==> config.mk <==
export PLATFORM = sky130hd
export DESIGN_NAME = pic_top
export DESIGN_NICKNAME = d
export VERILOG_FILES = /design/src/core/pic_top.v
export VERILOG_INCLUDE_DIRS = /design/src /design/src/core
export SDC_FILE = /design/constraint.sdc
export NUM_CORES = 1
export LEC_CHECK = 0
export ABC_AREA = 1
export ABC_CLOCK_PERIOD_IN_PS = 2150
export BUFFER_PORTS_ARGS = -buffer_cell sky130_fd_sc_hd__buf_2
export CAP_MARGIN = 30
export CORE_MARGIN = 1.5
export CORE_UTILIZATION = 59
export DETAILED_ROUTE_END_ITERATION = 8
export PLACE_DENSITY = 0.88
export RECOVER_POWER = 50
export SLEW_MARGIN = 20
export SYNTH_ARGS = -nofsm -noshare
export SYNTH_HDL_FRONTEND = slang
export SYNTH_SLANG_ARGS = --single-unit
==> constraint.sdc <==
create_clock -name i_core_clk -period 2.15 [get_ports i_core_clk]
set_clock_uncertainty 0.2 [all_clocks]
set_input_delay 0 -clock i_core_clk [delete_from_list [all_inputs] [get_ports i_core_clk]]
set_output_delay 0 -clock i_core_clk [all_outputs]
set_load 0.02 [all_outputs]
==> src/core/pic_defs.vh <==
`ifndef PIC_DEFS_VH
`define PIC_DEFS_VH
// I/O port of the primary mask register.
`define PIC_MASK_PORT      8'h21
// I/O port of the secondary mask register.
`define PIC_MASK2_PORT     8'ha1
// Command ports of both controllers.
`define PIC_CMD_PORT       8'h20
`define PIC_CMD2_PORT      8'ha0
// Service-done command code.
`define PIC_DONE_CMD       8'h20
// Reset value of each mask register: all lines blocked.
`define PIC_MASK_RST       8'hff
// Vector base of each controller.
`define PIC_VEC_BASE1      8'h08
`define PIC_VEC_BASE2      8'h70
// Primary input that carries the secondary controller.
`define PIC_CASCADE_LINE   3'h2
`endif

==> src/core/pic_top.v <==
`timescale 1ns/100ps
// Overview of operation
// - Two cascaded controllers give 15 usable inputs.
// - Eight inputs each, rising edge registers request.
// - Interrupt only unmasked winning requests.
// - Mask one blocks, mask zero allows.
// - Primary mask readable and writable at 21h.
// - Input zero highest, input seven lowest.
// - Higher priority nests, others wait; secondary lines wait while the cascade line is in service.
// - Acknowledge returns 8-bit vector of winner.
// - Default uses: timer, keyboard, serial, disk.
`include "pic_defs.vh"

module pic_top (
    // Clock, reset and enable.
    input  wire        i_core_clk,
    input  wire        i_resetn,
    input  wire        i_ce,
    // Peripheral request lines, primary then secondary.
    input  wire [7:0]  i_request_input_n,
    input  wire [7:0]  i_request2_input_n,
    // Processor I/O port access.
    input  wire [7:0]  i_io_addr,
    input  wire [7:0]  i_io_wdata,
    input  wire        i_io_wr,
    input  wire        i_io_rd,
    output reg  [7:0]  o_io_rdata,
    // Interrupt to processor and acknowledge.
    input  wire        i_int_ack,
    output reg         o_int,
    output reg  [7:0]  o_vector
);

    // Index of the highest-ranked set bit, with a found flag in bit 3.
    // The loop walks downwards, so the lowest index is written last and
    // wins: line 0 always ranks first and line 7 always ranks last.
    function [3:0] prio_pick;
        input [7:0] v;
        integer k;
        begin
            prio_pick = 4'h0;
            for (k = 7; k >= 0; k = k - 1) begin
                if (v[k]) begin
                    prio_pick = {1'b1, k[2:0]};
                end
            end
        end
    endfunction

    // Lines that rank strictly above every line now in service.
    // A line of equal or lower rank stays out until a service done.
    function [7:0] above_mask;
        input [7:0] busy;
        integer k;
        reg hit;
        begin
            above_mask = 8'h00;
            hit = 1'b0;
            for (k = 0; k < 8; k = k + 1) begin
                if (busy[k]) begin
                    hit = 1'b1;
                end
                if (!hit) begin
                    above_mask[k] = 1'b1;
                end
            end
        end
    endfunction

    // One-hot select of a line number.
    function [7:0] line_bit;
        input [2:0] n;
        begin
            line_bit = 8'h01 << n;
        end
    endfunction

    // Pin synchronisers: three stages for all sixteen request lines.
    // A new level is believed only once the second and third stages
    // agree, so a pin that moves near a clock edge cannot give a half
    // seen edge. Only the second stage reads the first.
    reg  [15:0] sync1_ff;
    reg  [15:0] sync2_ff;
    reg  [15:0] sync3_ff;
    reg  [15:0] level_ff;
    wire [15:0] agree;
    wire [15:0] nxt_level;
    wire [15:0] rise;

    // Settled level and its low-to-high edge; the level resets low, which
    // is the idle level of the pins, so no false edge follows reset.
    assign agree     = ~(sync2_ff ^ sync3_ff);
    assign nxt_level = (agree & sync3_ff) | (~agree & level_ff);
    assign rise      = nxt_level & ~level_ff;

    // Controller state: masks, pending requests and lines in service.
    reg  [7:0]  interrupt_mask_ff;
    reg  [7:0]  mask2_ff;
    reg  [7:0]  irr1_ff;
    reg  [7:0]  irr2_ff;
    reg  [7:0]  srv1_ff;
    reg  [7:0]  srv2_ff;

    // Decision wires of both controllers.
    wire [7:0]  cand2;
    wire [3:0]  pick2;
    wire [7:0]  casc;
    wire [7:0]  irr1_eff;
    wire [7:0]  cand1;
    wire [3:0]  pick1;
    wire        via2;
    wire [7:0]  bit1;
    wire [7:0]  bit2;
    wire        ack;

    // Secondary decision: unmasked pending lines above its in-service set.
    assign cand2    = irr2_ff & ~mask2_ff & above_mask(srv2_ff);
    assign pick2    = prio_pick(cand2);
    // Eight secondary lines share one primary line, so fifteen lines reach
    // the processor; the system's own uses leave 10 free for peripherals.
    assign casc     = line_bit(`PIC_CASCADE_LINE);
    // The secondary's output stands as a request on the cascade line.
    assign irr1_eff = irr1_ff | (pick2[3] ? casc : 8'h00);
    // Primary decision: a line interrupts only when unmasked and winning.
    assign cand1    = irr1_eff & ~interrupt_mask_ff & above_mask(srv1_ff);
    assign pick1    = prio_pick(cand1);
    assign via2     = pick1[3] && (pick1[2:0] == `PIC_CASCADE_LINE);
    assign bit1     = line_bit(pick1[2:0]);
    assign bit2     = line_bit(pick2[2:0]);
    // An acknowledge with no winner present is ignored.
    assign ack      = i_int_ack && pick1[3];

    // Service-done decoding: a write of the done code to a command port
    // releases the highest-ranked line in service on that controller.
    wire        done1;
    wire        done2;
    wire [3:0]  top1;
    wire [3:0]  top2;
    wire [7:0]  clr1;
    wire [7:0]  clr2;

    assign done1 = i_io_wr && (i_io_addr == `PIC_CMD_PORT)
                   && (i_io_wdata == `PIC_DONE_CMD);
    assign done2 = i_io_wr && (i_io_addr == `PIC_CMD2_PORT)
                   && (i_io_wdata == `PIC_DONE_CMD);
    assign top1  = prio_pick(srv1_ff);
    assign top2  = prio_pick(srv2_ff);
    assign clr1  = (done1 && top1[3]) ? line_bit(top1[2:0]) : 8'h00;
    assign clr2  = (done2 && top2[3]) ? line_bit(top2[2:0]) : 8'h00;

    // Next pending, in-service and vector values. A new edge wins over an
    // acknowledge that clears the same line, and a new acknowledge wins
    // over a service done that falls in the same cycle.
    wire [7:0]  take1;
    wire [7:0]  take2;
    wire [7:0]  nxt_irr1;
    wire [7:0]  nxt_irr2;
    wire [7:0]  nxt_srv1;
    wire [7:0]  nxt_srv2;
    wire [7:0]  nxt_vector;

    assign take1      = (ack && !via2) ? bit1 : 8'h00;
    assign take2      = (ack && via2) ? bit2 : 8'h00;
    // The cascade pin itself is ignored; that line belongs to the secondary.
    assign nxt_irr1   = (irr1_ff & ~take1) | (rise[7:0] & ~casc);
    assign nxt_irr2   = (irr2_ff & ~take2) | rise[15:8];
    assign nxt_srv1   = (srv1_ff & ~clr1) | (ack ? bit1 : 8'h00);
    assign nxt_srv2   = (srv2_ff & ~clr2) | take2;
    // Line 0 carries the timer, 1 the keyboard, 3 and 4 the serial ports
    // and 6 the disks; each gets the vector of its own line number.
    assign nxt_vector = via2 ? (`PIC_VEC_BASE2 + {5'h00, pick2[2:0]})
                             : (`PIC_VEC_BASE1 + {5'h00, pick1[2:0]});

    // Synchronisers and pending requests.
    always @(posedge i_core_clk or negedge i_resetn) begin
        if (!i_resetn) begin
            sync1_ff <= 16'h0000;
            sync2_ff <= 16'h0000;
            sync3_ff <= 16'h0000;
            level_ff <= 16'h0000;
            irr1_ff  <= 8'h00;
            irr2_ff  <= 8'h00;
        end else if (i_ce) begin
            sync1_ff <= {i_request2_input_n, i_request_input_n};
            sync2_ff <= sync1_ff;
            sync3_ff <= sync2_ff;
            level_ff <= nxt_level;
            irr1_ff  <= nxt_irr1;
            irr2_ff  <= nxt_irr2;
        end
    end

    // Mask registers; each is written whole by the processor.
    always @(posedge i_core_clk or negedge i_resetn) begin
        if (!i_resetn) begin
            interrupt_mask_ff <= `PIC_MASK_RST;
            mask2_ff          <= `PIC_MASK_RST;
        end else if (i_ce) begin
            if (i_io_wr && (i_io_addr == `PIC_MASK_PORT)) begin
                interrupt_mask_ff <= i_io_wdata;
            end
            if (i_io_wr && (i_io_addr == `PIC_MASK2_PORT)) begin
                mask2_ff <= i_io_wdata;
            end
        end
    end

    // Lines in service, interrupt line and vector.
    always @(posedge i_core_clk or negedge i_resetn) begin
        if (!i_resetn) begin
            srv1_ff  <= 8'h00;
            srv2_ff  <= 8'h00;
            o_int    <= 1'b0;
            o_vector <= 8'h00;
        end else if (i_ce) begin
            srv1_ff <= nxt_srv1;
            srv2_ff <= nxt_srv2;
            // The line drops at the edge that takes the acknowledge.
            o_int   <= pick1[3] && !ack;
            if (ack) begin
                o_vector <= nxt_vector;
            end
        end
    end

    // Read data: masks and lines in service; unmapped ports read zero.
    // The data stands until the next read.
    always @(posedge i_core_clk or negedge i_resetn) begin
        if (!i_resetn) begin
            o_io_rdata <= 8'h00;
        end else if (i_ce && i_io_rd) begin
            case (i_io_addr)
                `PIC_MASK_PORT:  o_io_rdata <= interrupt_mask_ff;
                `PIC_MASK2_PORT: o_io_rdata <= mask2_ff;
                `PIC_CMD_PORT:   o_io_rdata <= srv1_ff;
                `PIC_CMD2_PORT:  o_io_rdata <= srv2_ff;
                default:         o_io_rdata <= 8'h00;
            endcase
        end
    end

endmodule

==> results of run 1 <==
## routing by layer
| layer | routed length (microns) | up-vias | part of all wire |
|---|---|---|---|
| li1 | - | 2613 | - |
| met1 | 6740 | 2757 | 0.36 |
| met2 | 9430 | 363 | 0.50 |
| met3 | 1460 | 95 | 0.078 |
| met4 | 1050 | 0 | 0.056 |
| met5 | 0 | - | 0 |
## critical path, stage by stage (launching register included)
cell     delay (ns)
dfstp_2        0.55
nor2_1         0.07
nand2_1        0.10
nand2_2        0.06
nor3_2         0.20
nand2_2        0.09
nand2_4        0.13
nand2_4        0.10
nor3_4         0.20
buf_6          0.15
nand2_2        0.06
nand2_2        0.06
o21ai_1        0.08
## flip-flops by register name, indices dropped and copies added (netlist names), 15 cells and up
| register | flops |
|---|---|
| level_ff | 15 |
| sync1_ff | 15 |
| sync2_ff | 15 |
| sync3_ff | 15 |
## cells in the final DEF (no fill, tap or decap), types with 5 or more instances in the layout
master           n
dfstp_2         16
nor3_1           7
buf_2           34
nand4_1         13
nand3_2         12
o31ai_1          5
dlygate4sd3_1   84
nor2_4          12
nand2_2         22
clkbuf_1        18
clkbuf_16       16
nor2_1          23
nand2_1        201
o22ai_1         15
o21ai_1          8
a21oi_1         22
nand3_1         16
dfrtp_1        105
o21ai_0         86
nor2_2           9
inv_1           72
buf_4           24
## area by class of cell
cell class,count,area (sq um),area share
diodes,1,2.50,0.000313
flip-flops and latches,122,3070,0.385
multi-input cells,475,2470,0.309
clock buffers,19,442,0.0553
repair buffers,172,1390,0.174
clock inverters,13,144,0.0180
well taps,129,161,0.0202
inverters,80,308,0.0385
## logic make-up (layout without fill, tap and decap cells)
group | Yosys count | in the layout | share of synthesized area
simple gates | 327 | 327 | 0.256
compound gates | 144 | 144 | 0.135
flops | 122 | 122 | 0.535
buf+inv | 100 | 284 | 0.0676
fa+ha+maj | 2 | 2 | 0.00349
other cells | 1 | 2 | 0.000653
mux | 1 | 1 | 0.00196
## synthesized netlist by cell type (2+ instances only)
master,n
nand2_1,219
dfrtp_1,106
o21ai_0,88
inv_1,75
nor2_1,31
nand3_1,26
a21oi_1,22
clkbuf_1,16
dfstp_2,16
o22ai_1,15
nand4_1,13
nor2_2,8
o21ai_1,8
nor3_1,7
inv_2,5
nor2_4,5
o31ai_1,5
nand2_2,4
nand2_4,4
nand3_2,4
buf_4,3
a21oi_2,2
maj3_1,2
nor3_2,2
## path summary, 6_finish.rpt
| kind | to | slack (ns) | depth (start not counted) |
|---|---|---|---|
| worst max register to register | irr1_ff[7]$_DFFE_PN0P_ | -0.04 | 12 |
| max in group asynchronous | sync2_ff[7]$_DFFE_PN0P_ | 0.17 | 5 |
| min in group asynchronous | o_io_rdata[0]$_DFFE_PN0P_ | 0.57 | 4 |
| worst max-delay path | irr1_ff[7]$_DFFE_PN0P_ | -0.04 | 12 |
| worst min register to register | irr1_ff[2]$_DFFE_PN0P_ | 0.24 | 0 |
| worst min-delay path | o_io_rdata[6]$_DFFE_PN0P_ | 0.02 | 6 |
## report_power, final
| part | switching, W | internal (W) |
|---|---|---|
| clock | 0.00110 | 0.00172 |
| combinational | 0.000558 | 0.000368 |
| sequential | 0.000214 | 0.00255 |
## through the flow
step                      TNS [ns]   util  instances  power (W)
after floorplan                  0      -        697    0.00317
after CTS                        0  0.831        999    0.00641
after global routing         -2.31  0.856       1010    0.00675
after detailed placement         0  0.670        878    0.00349
final                      -0.0782  0.856       1011    0.00652
after global placement           0  0.670        878    0.00344
## what timing repair did
item / CTS / global route
setup buffers: 2 / 9
pin swaps: 9 / 16
endpoints found under the hold margin: 225 / 23
hold buffers: 87 / 2
gates resized for setup: 7 / 62
setup endpoints to repair: 3 / 58
==> metrics.md, run 1 <==
| Metric | Value |
|---|---|
| Status | finished, violations left |
| Failing checks | setup timing |
| Vias per cell | 5.76 |
| Grt ovf | 0 |
| Final WL | 18700 microns |
| Sequential element share of the synthesized area | 0.535 |
| H-tree levels | 4 |
| Slew of the pin with the lowest slew margin | 0.931 ns |
| Initial DRC Count | 421 |
| Post-route cell area | 7990 sq um |
| Post-Route Hold Slack | 0.0202 ns |
| Arr. time, crit path | 2.40 ns |
| Setup CP Type | reg -> reg |
| Area grow syn2layout | 39.1% |
| Clock transition time at the flip-flop clock pins of the worst setup and hold paths | 0.06 ns |
| Hold Vio Cnt, Final | 0 |
| Synth top area share | 0.462 |
| Max-Cap Viols | 0 |
| Post-route DRC | 0 |
| Mean post-synth cell area | 8.24 sq um |
| Max Slew Vio Count | 0 |
| Layout cell share with drive strength beyond 1 | 0.220 |
| Core Region | 9330 sq um |
| GR met2 Demand/Resource | 0.631 |
| GRT Total Usage | 0.380 |
| Worst setup path startpoint | mask2_ff[0]$_DFFE_PN1P_ |
| Cts bufs inserted | 17 |
| Leakage power | around 3.8 nW |
| Largest cells by area after synthesis | dfrtp_1 46%, nand2_1 14%, o21ai_0 7.7% |
| Largest area contributor in the netlist | dfrtp_1 |
| Clk root buf | clkbuf_8 |
| CP Capture Type | flip-flop |
| # clock sinks | 122 |
| Post-Syn Nets | 735 |
| Hold path startpoint | i_io_addr[7] |
| Critical path required time | approximately 2.4 ns |
| I/O pin count | 55 |
| Die Ht | 102 microns |
| Synthesized instance count | 697 |
| Achievable clock frequency | 456 MHz |
| Final setup fails | 3 |
| Most Used Layer, Global Route | met2 |
| RSZ-0062 raised after global routing | true |
| Area of the mapped netlist | between 5000 and 6000 sq um |
| Starting density of the core | 0.616 |
| Met1 usage | 0.429 |
| Vias in the first global route | 5903 |
| Ys Warns | 0 |
| Fillers | 475 |
| Initial antenna violation count | 0 |
| Power Dens Cells | 816 nW/um^2 |
| First-pass GRT wire length | 29100 microns |
| Port buffer count | 52 |
| Placed inst area | 6250 sq um |
| Rows | 35 |
| Max VDD drop | 789 uV |
| Max clock buf depth | 2 |
| Via count | 5828 |
| WL per Instance | around 18 microns |
| Post-synth ARST share | 1.00 |
| RR Startpoint | mask2_ff[0]$_DFFE_PN1P_ |
| Ys flop type | dfrtp_1 |
| HP Class | in -> reg |
| Setup WS post-layout | -0.0411 ns |
| Setup crit start kind | flip-flop |
| Die W | between 100 and 150 microns |
| Seq cells post-synth | 122 |
| Rel. slew slack | 0.379 |
| Largest net degree at the start of global routing | 54 |
| Pre-CTS setup slack | 0.0391 ns |
| CTS tree | built |
| M3 GR Usage | 0.124 |
| Crit Path Max Fanout | 5 |
| Clk_lat worst skew | 0.54 ns |
| # nets final | approximately 910 |
| Final Wtd Congestion | 0.971 |
| Tmin final | between 2 and 2.5 ns |
| Post-synth EDFFs | 0 |
| Antenna Violating Nets Remaining | 0 |
| DP HPWL | 9990 microns |
| Die Footprint | around 10000 sq um |
| Netlist cell types | 35 |
| Fin crit share | 1.02 |
| DR pass1 iterations | 6 |
(Power assumes the default switching activity.)
==> run 2, diff against run 1 <==
ABC_CLOCK_PERIOD_IN_PS = 2300   (was 2150)
clock period = 2.3 ns   (was 2.15 ns; I/O delays follow)
==> run 2 against run 1 <==
Against the previous run:
- the run ends with hold timing left
- critical path depth is 2 lower
- utilization down 6.9 points
- sequential power down 7%
- non-clock buffer count shrank 52
- combinational power fell by 25%
- register-to-register slack improved by 0.14 ns
- worst setup slack improved by 0.079 ns
- hold slack got worse by 0.073 ns
- via count decreased by 7.9%
- clock power down 7%
- critical path type is now in -> reg
- largest power group unchanged
==> metrics.md, run 2 (synthesis gave the netlist of run 1 again) <==
| Metric | Value |
|---|---|
| Rows | 35 |
| Area grow syn2layout | 27.8% |
| DR pass1 iterations | 5 |
| Slew of the pin with the lowest slew margin | 1.05 ns |
| Die Footprint | 10300 sq um |
| Final Wtd Congestion | 0.930 |
| # nets final | around 850 |
| Initial DRC Count | 386 |
| Achievable clock frequency | around 440 MHz |
| Port buffer count | 52 |
| Total chip power | 0.00591 W |
| Leakage power | 3.56 nW |
| Setup CP Type | in -> reg |
| RSZ-0062 raised after global routing | true |
| Final WL | 15500 microns |
| Final core utilization | 0.787 |
| First-pass GRT wire length | 25000 microns |
| Max clock buf depth | 2 |
| Max Slew Vio Count | 0 |
| Post-route DRC | 0 |
| Vias in the first global route | 5380 |
| Failing checks | hold timing |
| Clock transition time at the flip-flop clock pins of the worst setup and hold paths | approximately 0.06 ns |
| Max-Cap Viols | 0 |
| Setup crit start kind | primary input |
| Tmin final | ~2.3 ns |
| Arr. time, crit path | 2.54 ns |
| Core Region | around 9300 sq um |
| Power Dens Cells | 806 nW/um^2 |
| Crit Path Max Fanout | 7 |
| Layout cell share with drive strength beyond 1 | 0.177 |
| Hold Vio Cnt, Final | 2 |
| H-tree levels | 4 |
| Critical path required time | 2.58 ns |
| Clk_lat worst skew | about 0.54 ns |
| Antenna Violating Nets Remaining | 0 |
| Post-Route Hold Slack | -0.0532 ns |
| Commonest non-fill, non-tap cell in the layout | nand2_1 |
| Rel. slew slack | 0.300 |
| DP HPWL | roughly 9600 microns |
| Die Ht | 102 microns |
| Starting density of the core | 0.616 |
| CP Capture Type | flip-flop |
| Final setup fails | 0 |
| WL per Instance | 16.2 microns |
| Clk root buf | clkbuf_8 |
| Antenna fix cells | 0 |
| Fin crit share | 0.983 |
| I/O pin count | 55 |
| Grt ovf | 0 |
| GRT Total Usage | 0.321 |
| Largest net degree at the start of global routing | 123 |
| HP Class | in -> reg |
| Status | finished, violations left |
| # clock sinks | 122 |
| Highest-count cells in the layout ignoring fill and taps | 214 x nand2_1, 105 x dfrtp_1, 88 x o21ai_0, 73 x inv_1, 54 x dlygate4sd3_1 |
| Cts bufs inserted | 17 |
| Initial antenna violation count | 0 |
| CTS tree | built |
| Via count | 5369 |
| Fillers | 602 |
| Max VDD drop | just over 500 uV |
| Die W | 102 microns |
| Vias per cell | 5.60 |
==> run 2: final timing paths <==
kind / to / start / cells after the start / slack (ns)
min in group asynchronous: srv2_ff[5]$_DFFE_PN0P_ / i_resetn / 4 / 0.66
worst max-delay path: interrupt_mask_ff[1]$_DFFE_PN1P_ / i_io_addr[7] / 10 / 0.04
max in group asynchronous: srv2_ff[2]$_DFFE_PN0P_ / i_resetn / 4 / 0.54
worst max register to register: irr2_ff[7]$_DFFE_PN0P_ / srv1_ff[0]$_DFFE_PN0P_ / 12 / 0.10
worst min-delay path: interrupt_mask_ff[3]$_DFFE_PN1P_ / i_io_addr[0] / 7 / -0.05
worst min register to register: irr1_ff[2]$_DFFE_PN0P_ / irr1_ff[2]$_DFFE_PN0P_ / 0 / 0.20
==> run 2: power by group <==
group / internal, W / switching [W]
Sequential: 0.00239 / 0.000196
Clock: 0.00157 / 0.00106
Combinational: 0.000257 / 0.000442
Total: 0.00421 / 0.00170
==> run 2: per-layer routing <==
layer	part of all wire	vias up	global-route usage
met4	0.046	0	0.193
met3	0.059	56	0.0663
met5	0	-	0
li1	-	2506	-
met2	0.50	229	0.550
met1	0.40	2578	0.370
==> run 2: stage by stage <==
step	area [sq um]	instances	TNS [ns]	setup WS (ns)
after global routing	7340	958	-0.216	-0.0810
after detailed placement	6180	870	0	0.153
final	7340	958	0	0.0381
after CTS	7270	953	0	0.00309
after floorplan	5740	697	0	0.419
after global placement	6180	870	0	0.188
==> run 2: repair_timing <==
action / CTS / global route
endpoints found under the setup margin: 0 / 24
hold endpoints to repair: 198 / 4
hold buffers: 51 / 4
buffers inserted: 0 / 2
resized for setup: 0 / 17
==> run 2: cell type report <==
class | instances | area [sq um] | area share
flip-flops and latches | 122 | 3070 | 0.419
clock buffers | 18 | 418 | 0.0569
well taps | 129 | 161 | 0.0220
repair buffers | 120 | 890 | 0.121
inverters | 80 | 300 | 0.0409
multi-input cells | 475 | 2330 | 0.318
clock inverters | 14 | 163 | 0.0222
==> run 2: critical path, stage by stage <==
cell           delay, ns
dlygate4sd3_1       0.54
buf_2               0.13
nor2_1              0.21
nand2_2             0.10
nor2_1              0.15
buf_4               0.17
nand2_1             0.05
dlygate4sd3_1       0.54
o21ai_0             0.07
dlygate4sd3_1       0.58
==> run 3, diff against run 2 <==
--- a/config.mk
+++ b/config.mk
@@ -10,5 +10,5 @@
 export ABC_CLOCK_PERIOD_IN_PS = 2300
 export BUFFER_PORTS_ARGS = -buffer_cell sky130_fd_sc_hd__buf_2
-export CAP_MARGIN = 30
+export CAP_MARGIN = 15
 export CORE_MARGIN = 1.5
 export CORE_UTILIZATION = 59
==> constraint.sdc (replaced) <==
create_clock -name i_core_clk -period 2.3 [get_ports i_core_clk]
set_clock_uncertainty 0.2 [all_clocks]
set_input_delay 0.345 -clock i_core_clk [delete_from_list [all_inputs] [get_ports i_core_clk]]
set_output_delay 0.345 -clock i_core_clk [all_outputs]
set_load 0.02 [all_outputs]
==> run 3 against run 2 <==
Against the previous run:
- the flow now finishes without violations
- cell count fell by 2.5%
- wire length fell by 0.56%
- critical path depth rose by 2
- sequential share of layout area rose by 1.1 points
- fmax rose by 0.84%
- worst setup slack improved by 0.019 ns
- hold slack improved by 0.099 ns
- global-route usage fell by 0.49 points
- largest cell class unchanged
- largest power group unchanged
==> metrics.md, run 3 (synthesis gave the netlist of run 1 again) <==
| Metric | Value |
|---|---|
| Status | completed |
| Worst setup path startpoint | srv2_ff[0]$_DFFE_PN0P_ |
| Highest-count cells in the layout ignoring fill and taps | 212 x nand2_1, 105 x dfrtp_1, 88 x o21ai_0, 74 x inv_1, 51 x buf_2 |
| Master of the slowest instance on the critical path | dfrtp_2 |
| Initial antenna violation count | 0 |
| Slowest Stage Delay on Critical Path | around 0.44 ns |
| GRT Total Usage | 0.316 |
| Max-Cap Viols | 0 |
| Worst reg-to-reg path cell count | 12 |
| CP Capture Type | flip-flop |
| Vias in the first global route | 5210 |
| # nets final | 832 |
| Tmin final | approximately 2.2 ns |
| H-tree levels | 4 |
| Core Region | 9330 sq um |
| Power Dens Cells | 838 nW/um^2 |
| Placed inst area | 6210 sq um |
| Final std cells w/o fill | just over 900 |
| Final setup fails | 0 |
| DR pass1 iterations | 7 |
| Die Ht | 102 microns |
| Register area | 3070 sq um |
| Clk_lat worst skew | around 0.52 ns |
| Area grow syn2layout | 24.5% |
| RSZ-0062 raised after global routing | true |
| Arr. time, crit path | 2.45 ns |
| Port buffer count | 52 |
| Max clock buf depth | 2 |
| Clk root buf | clkbuf_8 |
| Initial DRC Count | 397 |
| Achievable clock frequency | 446 MHz |
| DP HPWL | 9880 microns |
| Fin crit share | 0.975 |
| Crit Path Max Fanout | 7 |
| Vias per cell | 5.67 |
| Setup crit start kind | flip-flop |
| Critical Path Sink | irr2_ff[5]$_DFFE_PN0P_ |
| Critical path required time | about 2.5 ns |
| Commonest non-fill, non-tap cell in the layout | nand2_1 |
| Placed Cells | between 800 and 900 |
| RR Endpoint | irr2_ff[5]$_DFFE_PN0P_ |
| Grt ovf | 0 |
| Die Footprint | 10300 sq um |
| WL per Instance | around 16 microns |
| Most used cell, CP | nand2_2 |
| Hold Crit Depth | 4 |
| Setup CP Type | reg -> reg |
| Post-route DRC | 0 |
| Leakage power | 3.55 nW |
| Final Wtd Congestion | 0.981 |
| Post-Route Hold Slack | 0.0459 ns |
| I/O pin count | 55 |
| # clock sinks | 122 |
| Reg2reg setup slack | around 0.057 ns |
| Critical path cell sequence | nor2_4, nand4_1, nand2_2, nor2_4, nand2_2, nand2_4, nand2_4, nand4_4, nor2_4, nand3_2, nand2_2, nand2_2 |
| Post-route cell area | ~7100 sq um |
| Hold Vio Cnt, Final | 0 |
| Layout cell share with drive strength beyond 1 | 0.212 |
| Die W | 102 microns |
| First-pass GRT wire length | 24600 microns |
| Antenna Violating Nets Remaining | 0 |
| Via count | 5300 |
| Max Slew Vio Count | 0 |
| Largest net degree at the start of global routing | 52 |
| Antenna fix cells | 0 |
| Fillers | 646 |
| Max VDD drop | 568 uV |
| Slew of the pin with the lowest slew margin | 0.964 ns |
| Cts bufs inserted | 17 |
| Total chip power | around 0.006 W |
| Area of the multi-input gates | 2370 sq um |
| Setup TNS | 0 ns |
| Rel. slew slack | 0.357 |
| RR Startpoint | srv2_ff[0]$_DFFE_PN0P_ |
| Clock transition time at the flip-flop clock pins of the worst setup and hold paths | roughly 0.06 ns |
| CTS tree | built |
| HP Class | in -> reg |
| Starting density of the core | 0.616 |
| Final WL | 15400 microns |
| Rows | 35 |
## run 3: timing repair
item                       4_1_cts  5_1_grt
buffers inserted                 0        6
setup endpoints to repair        0       21
hold endpoints to repair       126        0
gates resized for setup          0       24
hold buffers                    24        0
## run 3: through the flow
step / setup WS (ns) / utilization
2_1_floorplan: 0.419 / -
3_3_place_gp: 0.173 / 0.666
3_5_place_dp: 0.102 / 0.666
4_1_cts: 0.0707 / 0.755
5_1_grt: -0.0682 / 0.766
6_report: 0.0570 / 0.766
## run 3: area by class of cell
class	count	area share
Timing Repair Buffer	98	0.0914
Tap cell	129	0.0226
Sequential cell	122	0.430
Clock buffer	18	0.0599
Inverter	80	0.0420
Clock inverter	12	0.0233
Multi-Input combinational cell	475	0.331
## run 3: power by group
group	switching [W]	total [W]	internal [W]
Combinational	0.000457	0.000706	0.000249
Clock	0.00101	0.00270	0.00168
Sequential	0.000199	0.00259	0.00239
Total	0.00167	0.00599	0.00432
## run 3: worst min-delay path by stage
stage / startpoint / end / slack [ns]
final: i_io_wr / interrupt_mask_ff[2]$_DFFE_PN1P_ / 0.05
after floorplan: i_resetn / irr1_ff[0]$_DFFE_PN0P_ / -0.15
after CTS: i_io_wr / interrupt_mask_ff[2]$_DFFE_PN1P_ / 0.03
after detailed placement: i_resetn / srv2_ff[6]$_DFFE_PN0P_ / 0.11
after global placement: i_resetn / srv2_ff[6]$_DFFE_PN0P_ / 0.11
after global routing: i_io_wr / mask2_ff[5]$_DFFE_PN1P_ / 0.05
## run 3: critical path: cells and delay by family (launching register included)
kind / cells / cell delay, ns
DFF: 1 / 0.44
and+or+nand+nor: 12 / 1.47
## run 3: routing by layer
metal | vias to the layer above | routed length, microns | track usage
met3 | 69 | 981 | 0.0738
met4 | 0 | 731 | 0.155
li1 | 2465 | - | -
met2 | 263 | 7570 | 0.544
met1 | 2503 | 6120 | 0.372
met5 | - | 0 | 0
